**config.mk**
```make
export PLATFORM = sky130hd
export DESIGN_NAME = fasd_top
export DESIGN_NICKNAME = d
export VERILOG_FILES = /design/src/logic/fasd_pkg.sv /design/src/logic/fasd_sector_map.sv /design/src/logic/fasd_top.sv
export SDC_FILE = /design/constraint.sdc
export NUM_CORES = 1
export LEC_CHECK = 0
export BUFFER_PORTS_ARGS = -buffer_cell sky130_fd_sc_hd__buf_2
export CAP_MARGIN = 20
export CORE_MARGIN = 2
export CORE_UTILIZATION = 45
export DETAILED_ROUTE_END_ITERATION = 12
export GPL_TIMING_DRIVEN = 0
export PLACE_DENSITY = 0.77
export SETUP_SLACK_MARGIN = 0.1
export SYNTH_ARGS = -nofsm -noshare
export SYNTH_HDL_FRONTEND = slang
export SYNTH_HIERARCHICAL = 1
export SYNTH_SLANG_ARGS = --single-unit
```
**constraint.sdc**
```tcl
create_clock -name clk_sys -period 4.9 [get_ports clk_sys]
set_input_delay 0.735 -clock clk_sys [delete_from_list [all_inputs] [get_ports clk_sys]]
set_output_delay 0.735 -clock clk_sys [all_outputs]
set_load 0.02 [all_outputs]
```
**src/logic/fasd_pkg.sv**
```systemverilog
// Shared constants for the flash address and sector decoder.
// Assumes a single clock domain; no tool-specific constructs.
package fasd_pkg;

  // Address widths
  localparam int ADDR_W   = 32;           // Full command address
  localparam int LEG_AW   = 24;           // Legacy address field
  localparam int AW_128   = 24;           // Main array, 128 Mbit part
  localparam int AW_256   = 25;           // Main array, 256 Mbit part

  // Bank address register layout
  localparam int        BAR_W   = 8;      // Register width
  localparam int        EXT_BIT = 7;      // Extended-address mode bit
  localparam int        BANK_W  = 7;      // High address bits supplied
  localparam logic [7:0] BAR_RST = 8'h00; // Value after reset

  // Sector geometry, as bit positions of the byte address
  localparam int PSEC_LSB = 12;           // 4 kB parameter sector
  localparam int S64_LSB  = 16;           // 64 kB sector
  localparam int PREG_LSB = 17;           // 128 kB parameter region
  localparam int UNI_LSB  = 18;           // 256 kB uniform sector
  localparam int PSEC_CNT = 32;           // Parameter sector count
  localparam int SECT_W   = 10;           // Sector index width

  // Sector layout, fixed per device model
  typedef enum logic [1:0] {
    LAY_BOTTOM,
    LAY_TOP,
    LAY_UNIFORM
  } fasd_layout_t;

endpackage

```
**src/logic/fasd_sector_map.sv**
```systemverilog
// Combinational map from array byte address to erase sector.
// Assumes the caller registers the result; address is the main array.
`timescale 1ns/10ps
module fasd_sector_map #(
  parameter int                   AW     = fasd_pkg::AW_256,
  parameter fasd_pkg::fasd_layout_t LAYOUT = fasd_pkg::LAY_BOTTOM
) (
  input  wire logic [AW-1:0]               addr,
  output logic      [fasd_pkg::SECT_W-1:0] sector,
  output logic                             param
);

  // 64 kB sectors left beside the parameter region: 510 or 254
  localparam int N64 = (1 << (AW - fasd_pkg::S64_LSB)) - 2;
  // Index offset of 64 kB sectors above a bottom parameter region
  localparam int BOT_OFS = fasd_pkg::PSEC_CNT - 2;

  // The map needs room above 256 kB and an index wide enough
  localparam bit AW_OK = (AW > fasd_pkg::UNI_LSB) &&
      ((1 << (AW - fasd_pkg::S64_LSB)) + fasd_pkg::PSEC_CNT - 2 <=
       (1 << fasd_pkg::SECT_W));
  if (!AW_OK) begin : g_bad_aw
    $error("fasd_sector_map: AW out of range");
  end

  // Index of a 4 kB sector inside the parameter region
  function automatic logic [fasd_pkg::SECT_W-1:0] psec(
    input logic [AW-1:0] a);
    psec = fasd_pkg::SECT_W'(a[fasd_pkg::PREG_LSB-1:fasd_pkg::PSEC_LSB]);
  endfunction

  // Index of a 64 kB sector counted from address zero
  function automatic logic [fasd_pkg::SECT_W-1:0] s64(
    input logic [AW-1:0] a);
    s64 = fasd_pkg::SECT_W'(a[AW-1:fasd_pkg::S64_LSB]);
  endfunction

  // Layout is a model constant, so only one branch survives synthesis
  always_comb begin
    sector = '0;
    param  = 1'b0;
    unique case (LAYOUT)
      fasd_pkg::LAY_BOTTOM: begin
        // Lowest 128 kB split into 4 kB sectors
        if (addr[AW-1:fasd_pkg::PREG_LSB] == '0) begin
          param  = 1'b1;
          sector = psec(addr);
        end else begin
          sector = s64(addr) + fasd_pkg::SECT_W'(BOT_OFS);
        end
      end
      fasd_pkg::LAY_TOP: begin
        // Highest 128 kB split into 4 kB sectors
        if (&addr[AW-1:fasd_pkg::PREG_LSB]) begin
          param  = 1'b1;
          sector = fasd_pkg::SECT_W'(N64) + psec(addr);
        end else begin
          sector = s64(addr);
        end
      end
      fasd_pkg::LAY_UNIFORM: begin
        // Plain 256 kB blocks from zero
        sector = fasd_pkg::SECT_W'(addr[AW-1:fasd_pkg::UNI_LSB]);
      end
    endcase
  end

endmodule

```
**src/logic/fasd_top.sv**
```systemverilog
// Address former and sector decoder of a serial NOR flash.
// Assumes the command decoder runs on clk_sys and hands over one
// decoded address per cmd_valid pulse; the array sits downstream.
//
// How it works
// - Legacy 24-bit address takes bank high bits
// - Extended mode: legacy commands use 32 bits
// - New commands use full 32 bits, except in the small part's main array
// - Reset clears bank register and extended mode
// - Small part drops bits 31..24 for array
// - Separate spaces use the full 32-bit address
// - Bottom layout: 32 small sectors, then 64k
// - Top layout: 64k sectors, 32 small on top
// - Uniform layout: 256 kB sectors from zero
// - Layout fixed by model, sector is erase unit
// - Small part: 254 large or 64 uniform
`timescale 1ns/10ps
module fasd_top #(
  parameter int                     ARRAY_AW = fasd_pkg::AW_256,
  parameter fasd_pkg::fasd_layout_t LAYOUT   = fasd_pkg::LAY_BOTTOM
) (
  input  wire logic                             clk_sys,
  input  wire logic                             reset,
  input  wire logic                             bar_wr,
  input  wire logic [fasd_pkg::BAR_W-1:0]       bar_wr_data,
  input  wire logic                             cmd_valid,
  input  wire logic [fasd_pkg::ADDR_W-1:0]      cmd_addr,
  input  wire logic                             cmd_legacy,
  input  wire logic                             cmd_main,
  output logic      [fasd_pkg::BAR_W-1:0]       bar_q,
  output logic                                  addr32_q,
  output logic                                  out_valid_q,
  output logic      [fasd_pkg::ADDR_W-1:0]      eff_addr_q,
  output logic                                  main_q,
  output logic      [fasd_pkg::SECT_W-1:0]      sector_q,
  output logic                                  param_q
);

  // Only the two documented densities have a sector map
  localparam bit AW_OK = (ARRAY_AW == fasd_pkg::AW_128) ||
                         (ARRAY_AW == fasd_pkg::AW_256);
  // Refuse any other width at elaboration, not at run time
  if (!AW_OK) begin : g_bad_aw
    $error("fasd_top: ARRAY_AW must be 24 or 25");
  end

  // True for the 128 Mbit model
  localparam bit SMALL = (ARRAY_AW == fasd_pkg::AW_128);
  // Total sectors for this model, used as an upper bound
  localparam int NSECT = (LAYOUT == fasd_pkg::LAY_UNIFORM)
      ? (1 << (ARRAY_AW - fasd_pkg::UNI_LSB))
      : (1 << (ARRAY_AW - fasd_pkg::S64_LSB)) - 2 + fasd_pkg::PSEC_CNT;

  logic [fasd_pkg::ADDR_W-1:0] eff_d;     // Next effective address
  logic [fasd_pkg::SECT_W-1:0] sector_d;  // Decoded sector index
  logic                        param_d;   // Decoded small-sector flag
  logic                        ext_q;     // Extended mode, from bar_q

  assign ext_q = bar_q[fasd_pkg::EXT_BIT];

  // Builds the effective address of one command
  function automatic logic [fasd_pkg::ADDR_W-1:0] compose(
    input logic [fasd_pkg::ADDR_W-1:0] a,
    input logic                        legacy,
    input logic                        main,
    input logic [fasd_pkg::BAR_W-1:0]  bar);
    logic [fasd_pkg::ADDR_W-1:0] r;
    r = a;
    // Other spaces always see all 32 bits
    if (main && legacy && !bar[fasd_pkg::EXT_BIT]) begin
      // Legacy 24-bit field, bank supplies the rest
      r = {1'b0, bar[fasd_pkg::BANK_W-1:0],
           a[fasd_pkg::LEG_AW-1:0]};
    end
    // Small part: main array only needs 24 bits
    if (main && SMALL) begin
      r[fasd_pkg::ADDR_W-1:fasd_pkg::LEG_AW] = '0;
    end
    compose = r;
  endfunction

  // Address forming; extended mode and new commands keep all bits, except that the small part clears 31..24 for the main array
  always_comb begin
    eff_d = compose(cmd_addr, cmd_legacy, cmd_main, bar_q);
  end

  // Sector lookup on the array part of the formed address
  fasd_sector_map #(
    .AW     (ARRAY_AW),
    .LAYOUT (LAYOUT)
  ) u_map (
    .addr   (eff_d[ARRAY_AW-1:0]),
    .sector (sector_d),
    .param  (param_d)
  );

  // Bank address register; a command in the same cycle sees the
  // old value, so a load only affects later commands
  always_ff @(posedge clk_sys) begin
    if (reset) begin
      bar_q <= fasd_pkg::BAR_RST;
    end else if (bar_wr) begin
      bar_q <= bar_wr_data;
    end
  end

  // Length the decoder must collect for a legacy command
  always_ff @(posedge clk_sys) begin
    if (reset) begin
      addr32_q <= 1'b0;
    end else if (bar_wr) begin
      addr32_q <= bar_wr_data[fasd_pkg::EXT_BIT];
    end
  end

  // Result strobe, one cycle after the command
  always_ff @(posedge clk_sys) begin
    if (reset) begin
      out_valid_q <= 1'b0;
    end else begin
      out_valid_q <= cmd_valid;
    end
  end

  // Result word, held until the next command
  always_ff @(posedge clk_sys) begin
    if (reset) begin
      eff_addr_q <= 32'h0000_0000;
      main_q     <= 1'b0;
      sector_q   <= '0;
      param_q    <= 1'b0;
    end else if (cmd_valid) begin
      eff_addr_q <= eff_d;
      main_q     <= cmd_main;
      // Sector only means something in the main array
      sector_q   <= cmd_main ? sector_d : '0;
      param_q    <= cmd_main && param_d;
    end
  end
endmodule
```
After elaboration in Yosys (flattened, before gate mapping)
Cells that the tools add are included.
- add/subtract/negate cells: 1
- mux-type cells: 4
- reductions and logical operators: 5
- operator list (kind ; number):
    $mux 32 ; 1
    $mux 10 ; 2
    $add 9x5->10 const B ; 1
    $logic_not 8->1 ; 1
    $logic_and 1x1->1 ; 3
    $logic_not 1->1 ; 1
    $mux 1 ; 1
- bits of input ports: 46
- logic and storage cells: 17
- output and inout bits: 54
- register bits after elaboration: 54

Logic depth before layout (Yosys ltp)
Gate-level depths: netlist of the first run.
- depth in word-level cells: 6
- gate-level depth with buffers: 7
- mapped depth without buffers: 7

Hierarchy
Netlist of the first run, hierarchy kept.
- by module, submodules not included (module ; area each (um^2) ; instances ; cells an instance ; sequential area each (um^2)):
    fasd_top ; 1928.1 ; 1 ; 192 ; 1061.0
    fasd_sector_map ; 244.0 ; 1 ; 30 ; 0.0

Worst setup path after synthesis of the first run
No wires, ideal clock.
- kind: input to register
- start point: in cmd_main
- end point: reg sector_q[0] (netlist name)
- path slack: 2.650 ns
- path buffers: 0
- stages on the path: 7
- setup time: 0.128 ns
- arrival time: 2.123 ns
- required time: 4.772 ns
- path through: nand3b_4 mux2_4 nor4_4 nand2b_4 mux2_4 a22oi_1 nor2_1
- longest elaborated chain between the ends: 6
- RTL lines (element ; line ; RTL):
    start: declaration ; fasd_top.sv:29 ; input wire logic cmd_main,
    $logic_and 1x1->1 (2 in series) ; fasd_top.sv:70 ; if (main && legacy && !bar[fasd_pkg::EXT_BIT]) begin
    $mux 32 ; fasd_top.sv:70 ;
    net eff_d (one bit) ; fasd_top.sv:54 ; logic [fasd_pkg::ADDR_W-1:0] eff_d;
    $logic_not 8->1 ; fasd_sector_map.sv:45 ; if (addr[AW-1:fasd_pkg::PREG_LSB] == '0) begin
    $mux 10 ; fasd_sector_map.sv:45 ;
    net sector_d (one bit) ; fasd_top.sv:55 ; logic [fasd_pkg::SECT_W-1:0] sector_d;
    $mux 10 ; fasd_top.sv:136 ; sector_q <= cmd_main ? sector_d : '0;
    end signal: assignment ; fasd_top.sv:136 ;
    end: declaration ; fasd_top.sv:35 ; output logic [fasd_pkg::SECT_W-1:0] sector_q,
The timed path passes the listed nets, and every way through them passes these cells.
A chain may end at the register's enable or synchronous reset.

Final worst setup path of the first run
- start point: in cmd_main
- end point: reg sector_q[1] (netlist name)
Same word-level chain as after synthesis.

==> flow_summary.yaml, run 1 <==
cts:
  cts_resized: 0
  cts_hold_buf: 0
  clk_path_buf_depth: 2
  post_cts.repair.setup_buffers: 0
  numCtsBuffers: 5
  cts_tree: "done"
  clk-insertion-delay-late_ns: 0.31
  clkSinkCount: 53
  htree_levels: 2
  cts_root_buffer: "clkbuf_8"
  path_clk_slew_ns: 0.10
run_status:
  outcome: "finished clean"
setup_path:
  crit_type: "in2reg"
  cp-start-kind: "input port"
  cp_max_fo: 8
  endpoint_kind: "flop"
  required_ns: 5.09
  crit_arrival_ns: 2.39
route:
  drtPass1Iterations: 4
  drcViolationCount: 0
  wl_per_cell_um: 13.5
  wl_mm: 5.15
  drt_iter0_markers: 61
  vias: 1898
  via_per_inst: 4.98
  drtAntennaViolNets: 0
logic_synthesis:
  synth_seq_cells: 53
  ys.warnings.count: 6
  synth.distinct_cells: 31
  synth-edff-count: 0
  synth.most_common_cell: "nor2_1"
  yosysTopAreaCellShare_pct: 48.8
  synth_seq_area_share_pct: 48.8
  synthesis.area_um2: 2170
  avgSynthCellArea_um2: 9.78
  yosysTopAreaCell: "dfxtp_1"
  synth_flop_cell: "dfxtp_1"
  syn_inst: 222
  syn_nets: 269
  synthTopCellsByCount: "54 x nor2_1, 53 x dfxtp_1, 33 x mux2i_1"
  synthTopCellsByArea: "dfxtp_1 49%, mux2i_1 15%, nor2_1 9.3%"
  async_reset_ff_share_pct: 0
cells_and_area:
  antenna_cells: 0
  final_core_util_pct: 60.5
  drive_above_1_share_pct: 37.3
  layout.nets: 373
  area_growth_pct: 30.8
timing:
  setup_ws_ns: 2.70
  min_period_ns: 2.20
  drv_slew: 0
  hold_viol_final: 0
  tns_ns: 0
  fin_crit_sh_pct: 44.9
  clock-skew-final_ns: 0.00969
  worstMarginPinSlew_ns: 0.511
  slew_headroom_pct: 65.9
  setup_violations: 0
  clock.fmax_ghz: 0.454
  rsz0062_at_grt: "false"
power:
  leakage_nw: 1.48
  p_per_area_nw_per_um2: 326
  design_power_total_w: 0.000926
  peakVddDrop_mv: 0.191
die:
  rows: 25
  die_area_um2: 5400
  start_util_pct: 46.3
  top_level_ports: 100
  die_x_um: 73.5
  die_y_um: 73.5
  coreArea_um2: 4690
global_routing:
  grt_max_degree: 18
  grt_pass1_wl_mm: 7.98
  antenna_found_initial: 0
  gr-usage-all-layers_pct: 19.3
  grt_pass1_vias: 1677
  grt-ovfl-total: 0
hold_path:
  hold_path.class: "reg2reg"
place:
  hpwl_mm: 3.87
  pre_cts_slack_ns: 2.37
  globalplace.congestion: 0.815
  portBuffers: 97
job:
  cap_violations: 0
placed cells by master (no fill, tap or decap):
cell type   instances
or3b_4              1
a22oi_1            11
buf_4               3
or4_1               1
o21a_1              2
o21ai_0             1
clkinvlp_4          1
a311oi_1            6
clkinv_4            1
nand3b_4            1
nand3_1             3
and3b_1             1
nor2b_1             1
bufinv_16           1
nand2_1            14
mux2_4              3
buf_2             101
and2_1              1
nor3b_1             1
nand2b_4            1
clkbuf_1            6
clkbuf_8            5
ha_1                1
xnor2_1             3
nor2_1             54
mux2i_1            33
a221oi_1            1
buf_6               2
a21oi_1             2
or4b_2              1
dfxtp_1            53
nor4_4              1
xor2_1              2
nand4_1             2
inv_1               6
per-stage QoR:
step | hold WS (ns) | cells | area (um2)
detailed placement | 0.476 | 373 | 2730
global route | 0.515 | 381 | 2840
finish | 0.490 | 381 | 2840
global placement | 0.450 | 373 | 2730
CTS | 0.493 | 381 | 2840
floorplan | 0.541 | 222 | 2170
worst paths after layout:
check | from | end | slack [ns] | cells past startpoint
worst max-delay path | cmd_main | sector_q[1]$_SDFFE_PP0P_ | 2.70 | 8
worst min-delay path | eff_addr_q[25]$_SDFFE_PP0P_ | eff_addr_q[25]$_SDFFE_PP0P_ | 0.49 | 2
worst max register to register | bar_q[7]$_SDFFE_PP0P_ | sector_q[1]$_SDFFE_PP0P_ | 2.81 | 7
worst min register to register | eff_addr_q[25]$_SDFFE_PP0P_ | eff_addr_q[25]$_SDFFE_PP0P_ | 0.49 | 2
power by group:
| group | switching [W] | internal [W] |
|---|---|---|
| registers | 0.0000124 | 0.000455 |
| clock network | 0.000145 | 0.000153 |
| logic | 0.0000945 | 0.0000666 |
| total | 0.000252 | 0.000674 |
metal layers:
metal / track usage, % / up-vias / wire [um] / share of wire, %
met5: 0 / - / 0 / 0
met4: 6.67 / 0 / 69 / 1.3
met3: 4.39 / 5 / 247 / 4.8
met2: 31.2 / 53 / 2450 / 48
met1: 25.4 / 880 / 2380 / 46
li1: - / 960 / - / -
worst max-delay path, cell delays in order:
cell      delay [ns]
buf_2           0.12
nand3b_4        0.14
mux2_4          0.37
nor4_4          0.39
nand2b_4        0.13
mux2_4          0.31
a22oi_1         0.14
nor2_1          0.05
kinds of logic (layout without fill, tap and decap cells):
| kind of cell | Yosys count | in the layout | share of synthesized area (%) |
|---|---|---|---|
| AO/OA/AOI/OAI | 23 | 23 | 8.01 |
| XOR/XNOR | 5 | 5 | 2.02 |
| multiplexers | 36 | 36 | 17.3 |
| flip-flops | 53 | 53 | 48.8 |
| AND/OR/NAND/NOR | 83 | 83 | 18.2 |
| adder cells (fa/ha/maj) | 1 | 1 | 0.576 |
| buffers and inverters | 21 | 126 | 5.07 |
registers in the layout, indices dropped and copies added, names as in the netlist:
signal and cells:
bar_q 8, param_q 1, out_valid_q 1, sector_q 10, main_q 1, eff_addr_q 32
layout make-up:
cell class,instances,area (um2)
Fill cell,440,1850
Sequential cell,53,1060
Multi-Input combinational cell,148,1000
Timing Repair Buffer,97,485
Buffer,15,87.6
Clock buffer,5,68.8
Tap cell,54,67.6
Clock inverter,3,46.3
Inverter,6,22.5
Note: power is estimated with default switching activity, not from simulation.
==> run 2: changes to the inputs <==
ABC_AREA = 1   (was unset)
PLACE_DENSITY = 0.76   (was 0.77)
clock period = 2.1 ns   (was 4.9 ns; I/O delays follow)
==> run 2 against run 1 <==
  * Via count is 22% higher
  * Die area up 5.3%
  * Register-to-register slack worse by 2.4 ns
  * Wire length rose by 10%
  * Sequential cell count is the same
  * Non-clock buffer count grew 3
  * Cell count grew 29%
  * First-iteration DRC count rose by 85%
  * Power increased by 130%
  * Clock power rose by 110%
  * Count of clock-buffer cells in the layout grew 2
  * Global-route usage increased by 1.2 points
==> flow_summary.yaml, run 2 <==
route:
  vias: 2312
  drcViolationCount: 0
  drtAntennaViolNets: 0
  wl_per_cell_um: 11.6
  wl_mm: 5.68
  drtPass1Iterations: 4
  drt_iter0_markers: 113
  via_per_inst: 4.71
cells_and_area:
  fillers: 472
  largest_reg_flops: 32
  final_cell_mix: "103 x buf_2, 80 x nor2_1, 53 x nand2_1, 53 x dfxtp_1, 32 x o21ai_0"
  drive_above_1_share_pct: 31.8
  top_regs: "eff_addr_q x32, sector_q x10, bar_q x8"
  largest_register: "eff_addr_q"
  final_core_util_pct: 61.5
  antenna_cells: 0
  layout.nets: 470
  area_growth_pct: 29.2
  layout_commonest_cell: "buf_2"
place:
  hpwl_mm: 4.23
  globalplace.congestion: 0.866
  portBuffers: 97
logic_synthesis:
  synth.distinct_cells: 23
  yosysTopAreaCellShare_pct: 46.3
  synthTopCellsByArea: "dfxtp_1 46%, nor2_1 13%, nand2_1 8.7%"
  synth-edff-count: 0
  synth.most_common_cell: "nor2_1"
  syn_inst: 319
  async_reset_ff_share_pct: 0
  synthesis.area_um2: 2290
  synth_seq_cells: 53
  synthTopCellsByCount: "80 x nor2_1, 53 x dfxtp_1, 53 x nand2_1"
  synth_seq_area_share_pct: 46.3
  ys.warnings.count: 6
  synth_flop_cell: "dfxtp_1"
  syn_nets: 366
  avgSynthCellArea_um2: 7.19
  yosysTopAreaCell: "dfxtp_1"
global_routing:
  gr-usage-all-layers_pct: 20.6
  antenna_found_initial: 0
  grt_pass1_wl_mm: 8.89
  grt-ovfl-total: 0
  grt_pass1_vias: 2007
  grt_max_degree: 16
die:
  die_x_um: 75.4
  start_util_pct: 47.6
  top_level_ports: 100
  rows: 25
  die_y_um: 75.4
  coreArea_um2: 4820
  die_area_um2: 5680
cts:
  cts_hold_buf: 0
  post_cts.repair.setup_buffers: 0
  clkSinkCount: 53
  cts_root_buffer: "clkbuf_8"
  htree_levels: 2
  cts_resized: 0
  path_clk_slew_ns: 0.10
  numCtsBuffers: 5
  clk_path_buf_depth: 2
  clk-insertion-delay-late_ns: 0.31
  cts_tree: "done"
timing:
  clock-skew-final_ns: 0.00890
  worstMarginPinSlew_ns: 0.495
  drv_slew: 0
  clock.fmax_ghz: 0.582
  slew_headroom_pct: 67.0
  tns_ns: 0
  rsz0062_at_grt: "false"
  setup_violations: 0
  min_period_ns: 1.72
  hold_viol_final: 0
  fin_crit_sh_pct: 81.8
power:
  leakage_nw: 1.62
  peakVddDrop_mv: 0.362
  p_per_area_nw_per_um2: 720
setup_path:
  crit_arrival_ns: 1.90
  crit_type: "reg2reg"
  endpoint_kind: "flop"
  cp-start-kind: "flop"
  required_ns: 2.28
  cp_max_fo: 9
hold_path:
  hold_path.class: "in2reg"
job:
  cap_violations: 0
run_status:
  outcome: "finished clean"
run 2: changes by cell type in the layout (fill, tap and decap cells not counted), moves of 4 or more:
cell	previous run	this run
a21oi_1	2	15
a22oi_1	11	0
a311oi_1	6	0
buf_4	3	8
clkbuf_1	6	2
inv_1	6	17
inv_2	0	5
mux2i_1	33	0
nand2_1	14	53
nand3_1	3	26
nand4_1	2	7
nor2_1	54	80
o21ai_0	1	32
run 2: cells by family (layout without fill, tap and decap cells):
family | after synthesis | in the layout | share of synthesized area, %
DFF | 53 | 53 | 46.3
adders and majority gates | 1 | 1 | 0.545
AOI/OAI and AO/OA | 48 | 48 | 10.5
buffers and inverters | 42 | 147 | 9.49
and+or+nand+nor | 173 | 173 | 32.5
xor gates and xnor gates | 2 | 2 | 0.764
run 2: cell type report:
| class | count | area, um2 | share of cell area, % |
|---|---|---|---|
| Multi-Input combinational cell | 224 | 1010 | 34.2 |
| Tap cell | 67 | 83.8 | 2.83 |
| Clock buffer | 7 | 96.3 | 3.25 |
| Clock inverter | 1 | 5.00 | 0.169 |
| Sequential cell | 53 | 1060 | 35.8 |
| Timing Repair Buffer | 97 | 485 | 16.4 |
| Inverter | 24 | 97.6 | 3.29 |
| Buffer | 18 | 120 | 4.05 |
run 2: path summary, 6_finish.rpt:
kind,from,to,slack [ns],cells after the start
hold / removal,cmd_addr[7],eff_addr_q[7]$_SDFFE_PP0P_,0.22,3
setup / recovery,bar_q[7]$_SDFFE_PP0P_,sector_q[4]$_SDFFE_PP0P_,0.38,12
hold reg to reg,sector_q[8]$_SDFFE_PP0P_,sector_q[8]$_SDFFE_PP0P_,0.46,2
setup reg to reg,bar_q[7]$_SDFFE_PP0P_,sector_q[4]$_SDFFE_PP0P_,0.38,12
run 2: worst max-delay path: stages (launching register included):
cell and delay (ns):
dfxtp_1 0.34, inv_2 0.13, nand3_2 0.17, nand2_1 0.12, nand2_1 0.11, inv_2 0.07
nand2_1 0.12, nor2_8 0.19, nand2_4 0.09, nand2_2 0.07, nand2_1 0.05, nand3_1 0.08
a21oi_1 0.06
run 2: report_power, final:
part | switching, W | total (W) | leakage [nW] | internal (W)
Clock | 0.000330 | 0.000628 | 0.0542 | 0.000299
Sequential | 0.0000307 | 0.00110 | 0.439 | 0.00107
Combinational | 0.000258 | 0.000408 | 1.13 | 0.000150
Total | 0.000618 | 0.00214 | 1.62 | 0.00152
run 2: layer usage:
layer  vias to the layer above  wire, um  track usage, %
met1                      1016      2620            27.4
met5                         -         0               0
li1                       1229         -               -
met4                         0        48            4.09
met3                         5       343            6.75
met2                        62      2670            32.9
run 2: stage by stage:
step	instance area, um2	setup WS [ns]	cells	total power, W	hold slack [ns]
final	2960	0.382	491	0.00214	0.220
after global routing	2960	0.232	491	0.00224	0.225
after CTS	2960	0.387	491	0.00216	0.217
after detailed placement	2860	0.393	483	0.00153	0.450
after global placement	2860	0.425	483	0.00153	0.449
after floorplan	2290	0.531	319	0.00138	0.450
==> run 3: changes to the inputs <==
ABC_AREA = 0   (was 1)
PLACE_DENSITY = 0.77   (was 0.76)
clock period = 1.7 ns   (was 2.1 ns; I/O delays follow)
==> run 3 against run 2 <==
  * The flow now finishes with violations (negative setup slack)
  * Final area fell by 1.1%
  * Count of clock-buffer cells in the layout fell by 2
  * Global-route usage fell by 2.2 points
  * Combinational power rose by 18%
  * Sequential power rose by 23%
  * Non-clock buffer count rose by 4
  * Hold slack got worse by 0.036 ns
  * Highest routed layer unchanged
==> flow_summary.yaml, run 3 (same netlist as run 1, synthesis figures left out) <==
run_status:
  outcome: "complete, but fails checks"
  violations: "negative setup slack"
timing:
  setup_ws_ns: -0.159
  tns_ns: -0.498
  clock.fmax_ghz: 0.538
  hold_viol_final: 0
  fin_crit_sh_pct: 109
  rsz0062_at_grt: "true"
  clock-skew-final_ns: 0.00727
  setup_violations: 5
  slew_headroom_pct: 67.6
  drv_slew: 0
  holdWs_ns: 0.183
  min_period_ns: 1.86
  worstMarginPinSlew_ns: 0.486
global_routing:
  grt_pass1_vias: 1697
  grtUsageMet3_pct: 5.49
  grt_max_degree: 18
  grt.busiest_layer: "met2"
  antenna_found_initial: 0
  grt_pass1_wl_mm: 7.70
  grt-ovfl-total: 0
  globalRouteMet1Util_pct: 23.1
  use_met2_pct: 29.7
  gr-usage-all-layers_pct: 18.3
cells_and_area:
  layout.nets: 380
  layout_commonest_cell: "buf_2"
  antenna_cells: 0
  drive_above_1_share_pct: 41.0
  seq_area_um2: 1060
  design_area_um2: 2930
  largest_register: "eff_addr_q"
  fillers: 408
  final_cells: 388
  final_cell_mix: "101 x buf_2, 54 x nor2_1, 52 x dfxtp_1, 33 x mux2i_1, 14 x nand2_1"
  area_growth_pct: 34.9
  largest_reg_flops: 32
  multiInputGateArea_um2: 1030
  top_regs: "eff_addr_q x32, sector_q x10, bar_q x8"
power:
  switching_share_pct: 27.0
  leakage_nw: 1.53
  peakVddDrop_mv: 0.505
  power_switching_w: 0.000724
  power_frac_comb_pct: 18.0
  seqPwrFrac_pct: 50.2
  p_int_w: 0.00196
  p_per_area_nw_per_um2: 914
  clkPwrFrac_pct: 31.8
cts:
  numCtsBuffers: 5
  path_clk_slew_ns: 0.09
  cts_tree: "done"
  cts_root_buffer: "clkbuf_8"
  cts_hold_buf: 0
  clk-insertion-delay-late_ns: 0.30
  clk_path_buf_depth: 2
  htree_levels: 2
  clkSinkCount: 53
hold_path:
  worstHoldPathCells: 3
  hold_path.class: "in2reg"
  min_from: "cmd_addr[11]"
  min_to: "eff_addr_q[11]$_SDFFE_PP0P_"
setup_path:
  endpoint_kind: "flop"
  required_ns: 1.88
  cp-start-kind: "flop"
  cp_max_fo: 2
  crit_arrival_ns: 2.04
  ff2ff_path_depth: 8
  crit_type: "reg2reg"
  reg2reg_slack_ns: -0.16
  rr_endpoint: "sector_q[4]$_SDFFE_PP0P_"
  reg2reg_from: "bar_q[7]$_SDFFE_PP0P_"
place:
  hpwl_mm: 3.84
  portBuffers: 97
  dp.cells: 373
  place_area_um2: 2730
  pre_cts_slack_ns: -0.257
  globalplace.congestion: 0.762
die:
  start_util_pct: 46.3
  die_y_um: 73.5
  die_x_um: 73.5
  top_level_ports: 100
  die_area_um2: 5400
  rows: 25
  coreArea_um2: 4690
route:
  drtPass1Iterations: 4
  wl_per_cell_um: 13.4
  drtAntennaViolNets: 0
  drt_iter0_markers: 54
  vias: 1944
  drcViolationCount: 0
  via_per_inst: 5.01
  wl_mm: 5.20
job:
  cap_violations: 0
run 3: cell types whose count changed in the layout (fill, tap and decap cells not counted), sizes merged, moves of 3 or more:
cell / delta
a311oi: +6
nand3: -24
a21oi: -13
xnor2: +3
inv: -16
mux2i: +33
o21ai: -32
nor2: -28
a22oi: +11
mux2: +3
nand2: -43
nand4: -5
run 3: power groups by stage:
stage	sequential (W)	clock, W	combinational (W)
floorplan	0.00146	0	0.000201
global placement	0.00137	0	0.000457
detailed placement	0.00137	0	0.000463
CTS	0.00135	0.000874	0.000478
global route	0.00136	0.000930	0.000523
finish	0.00135	0.000851	0.000483
run 3: critical path, stage by stage, from the launching register on:
cell and delay [ns]:
dfxtp_4 0.35, nand3b_4 0.16, mux2_4 0.33, nor4_4 0.23
buf_4 0.19, nand3_2 0.08, nor3b_2 0.18, a22oi_1 0.17
nor2_1 0.06
run 3: final cells by class:
cell class	count	area share, %
Buffer	15	2.99
Clock buffer	5	2.35
Clock inverter	3	1.54
Inverter	6	0.769
Multi-Input combinational cell	148	35.2
Sequential cell	53	36.3
Tap cell	54	2.31
Timing Repair Buffer	104	18.5
run 3: worst max path at each step:
stage                           from                  endpoint  slack, ns  cells past startpoint
4_1_cts        bar_q[7]$_SDFFE_PP0P_  sector_q[4]$_SDFFE_PP0P_      -0.17                      8
6_report       bar_q[7]$_SDFFE_PP0P_  sector_q[4]$_SDFFE_PP0P_      -0.16                      8
2_1_floorplan  bar_q[7]$_SDFFE_PP0P_  sector_q[0]$_SDFFE_PP0P_      -0.13                      7
3_5_place_dp            cmd_addr[17]  sector_q[1]$_SDFFE_PP0P_      -0.26                      8
3_3_place_gp            cmd_addr[17]  sector_q[1]$_SDFFE_PP0P_      -0.22                      8
5_1_grt        bar_q[7]$_SDFFE_PP0P_  sector_q[4]$_SDFFE_PP0P_      -0.22                      8
run 3: stage by stage:
step                      util, %  power, W
after floorplan                 -   0.00166
after global placement       58.2   0.00183
after global routing         62.5   0.00281
after detailed placement     58.2   0.00184
after CTS                    61.6   0.00270
final                        62.5   0.00268
run 3: timing repair:
item	in CTS	in global routing
setup buffers	5	3
endpoints found under the setup margin	6	6
resized for setup	2	6
pin swaps	4	4
run 3: per-layer routing:
| metal | vias up | wire (um) |
|---|---|---|
| met5 | - | 0 |
| met2 | 66 | 2580 |
| li1 | 979 | - |
| met4 | 0 | 95 |
| met3 | 10 | 373 |
| met1 | 889 | 2150 |
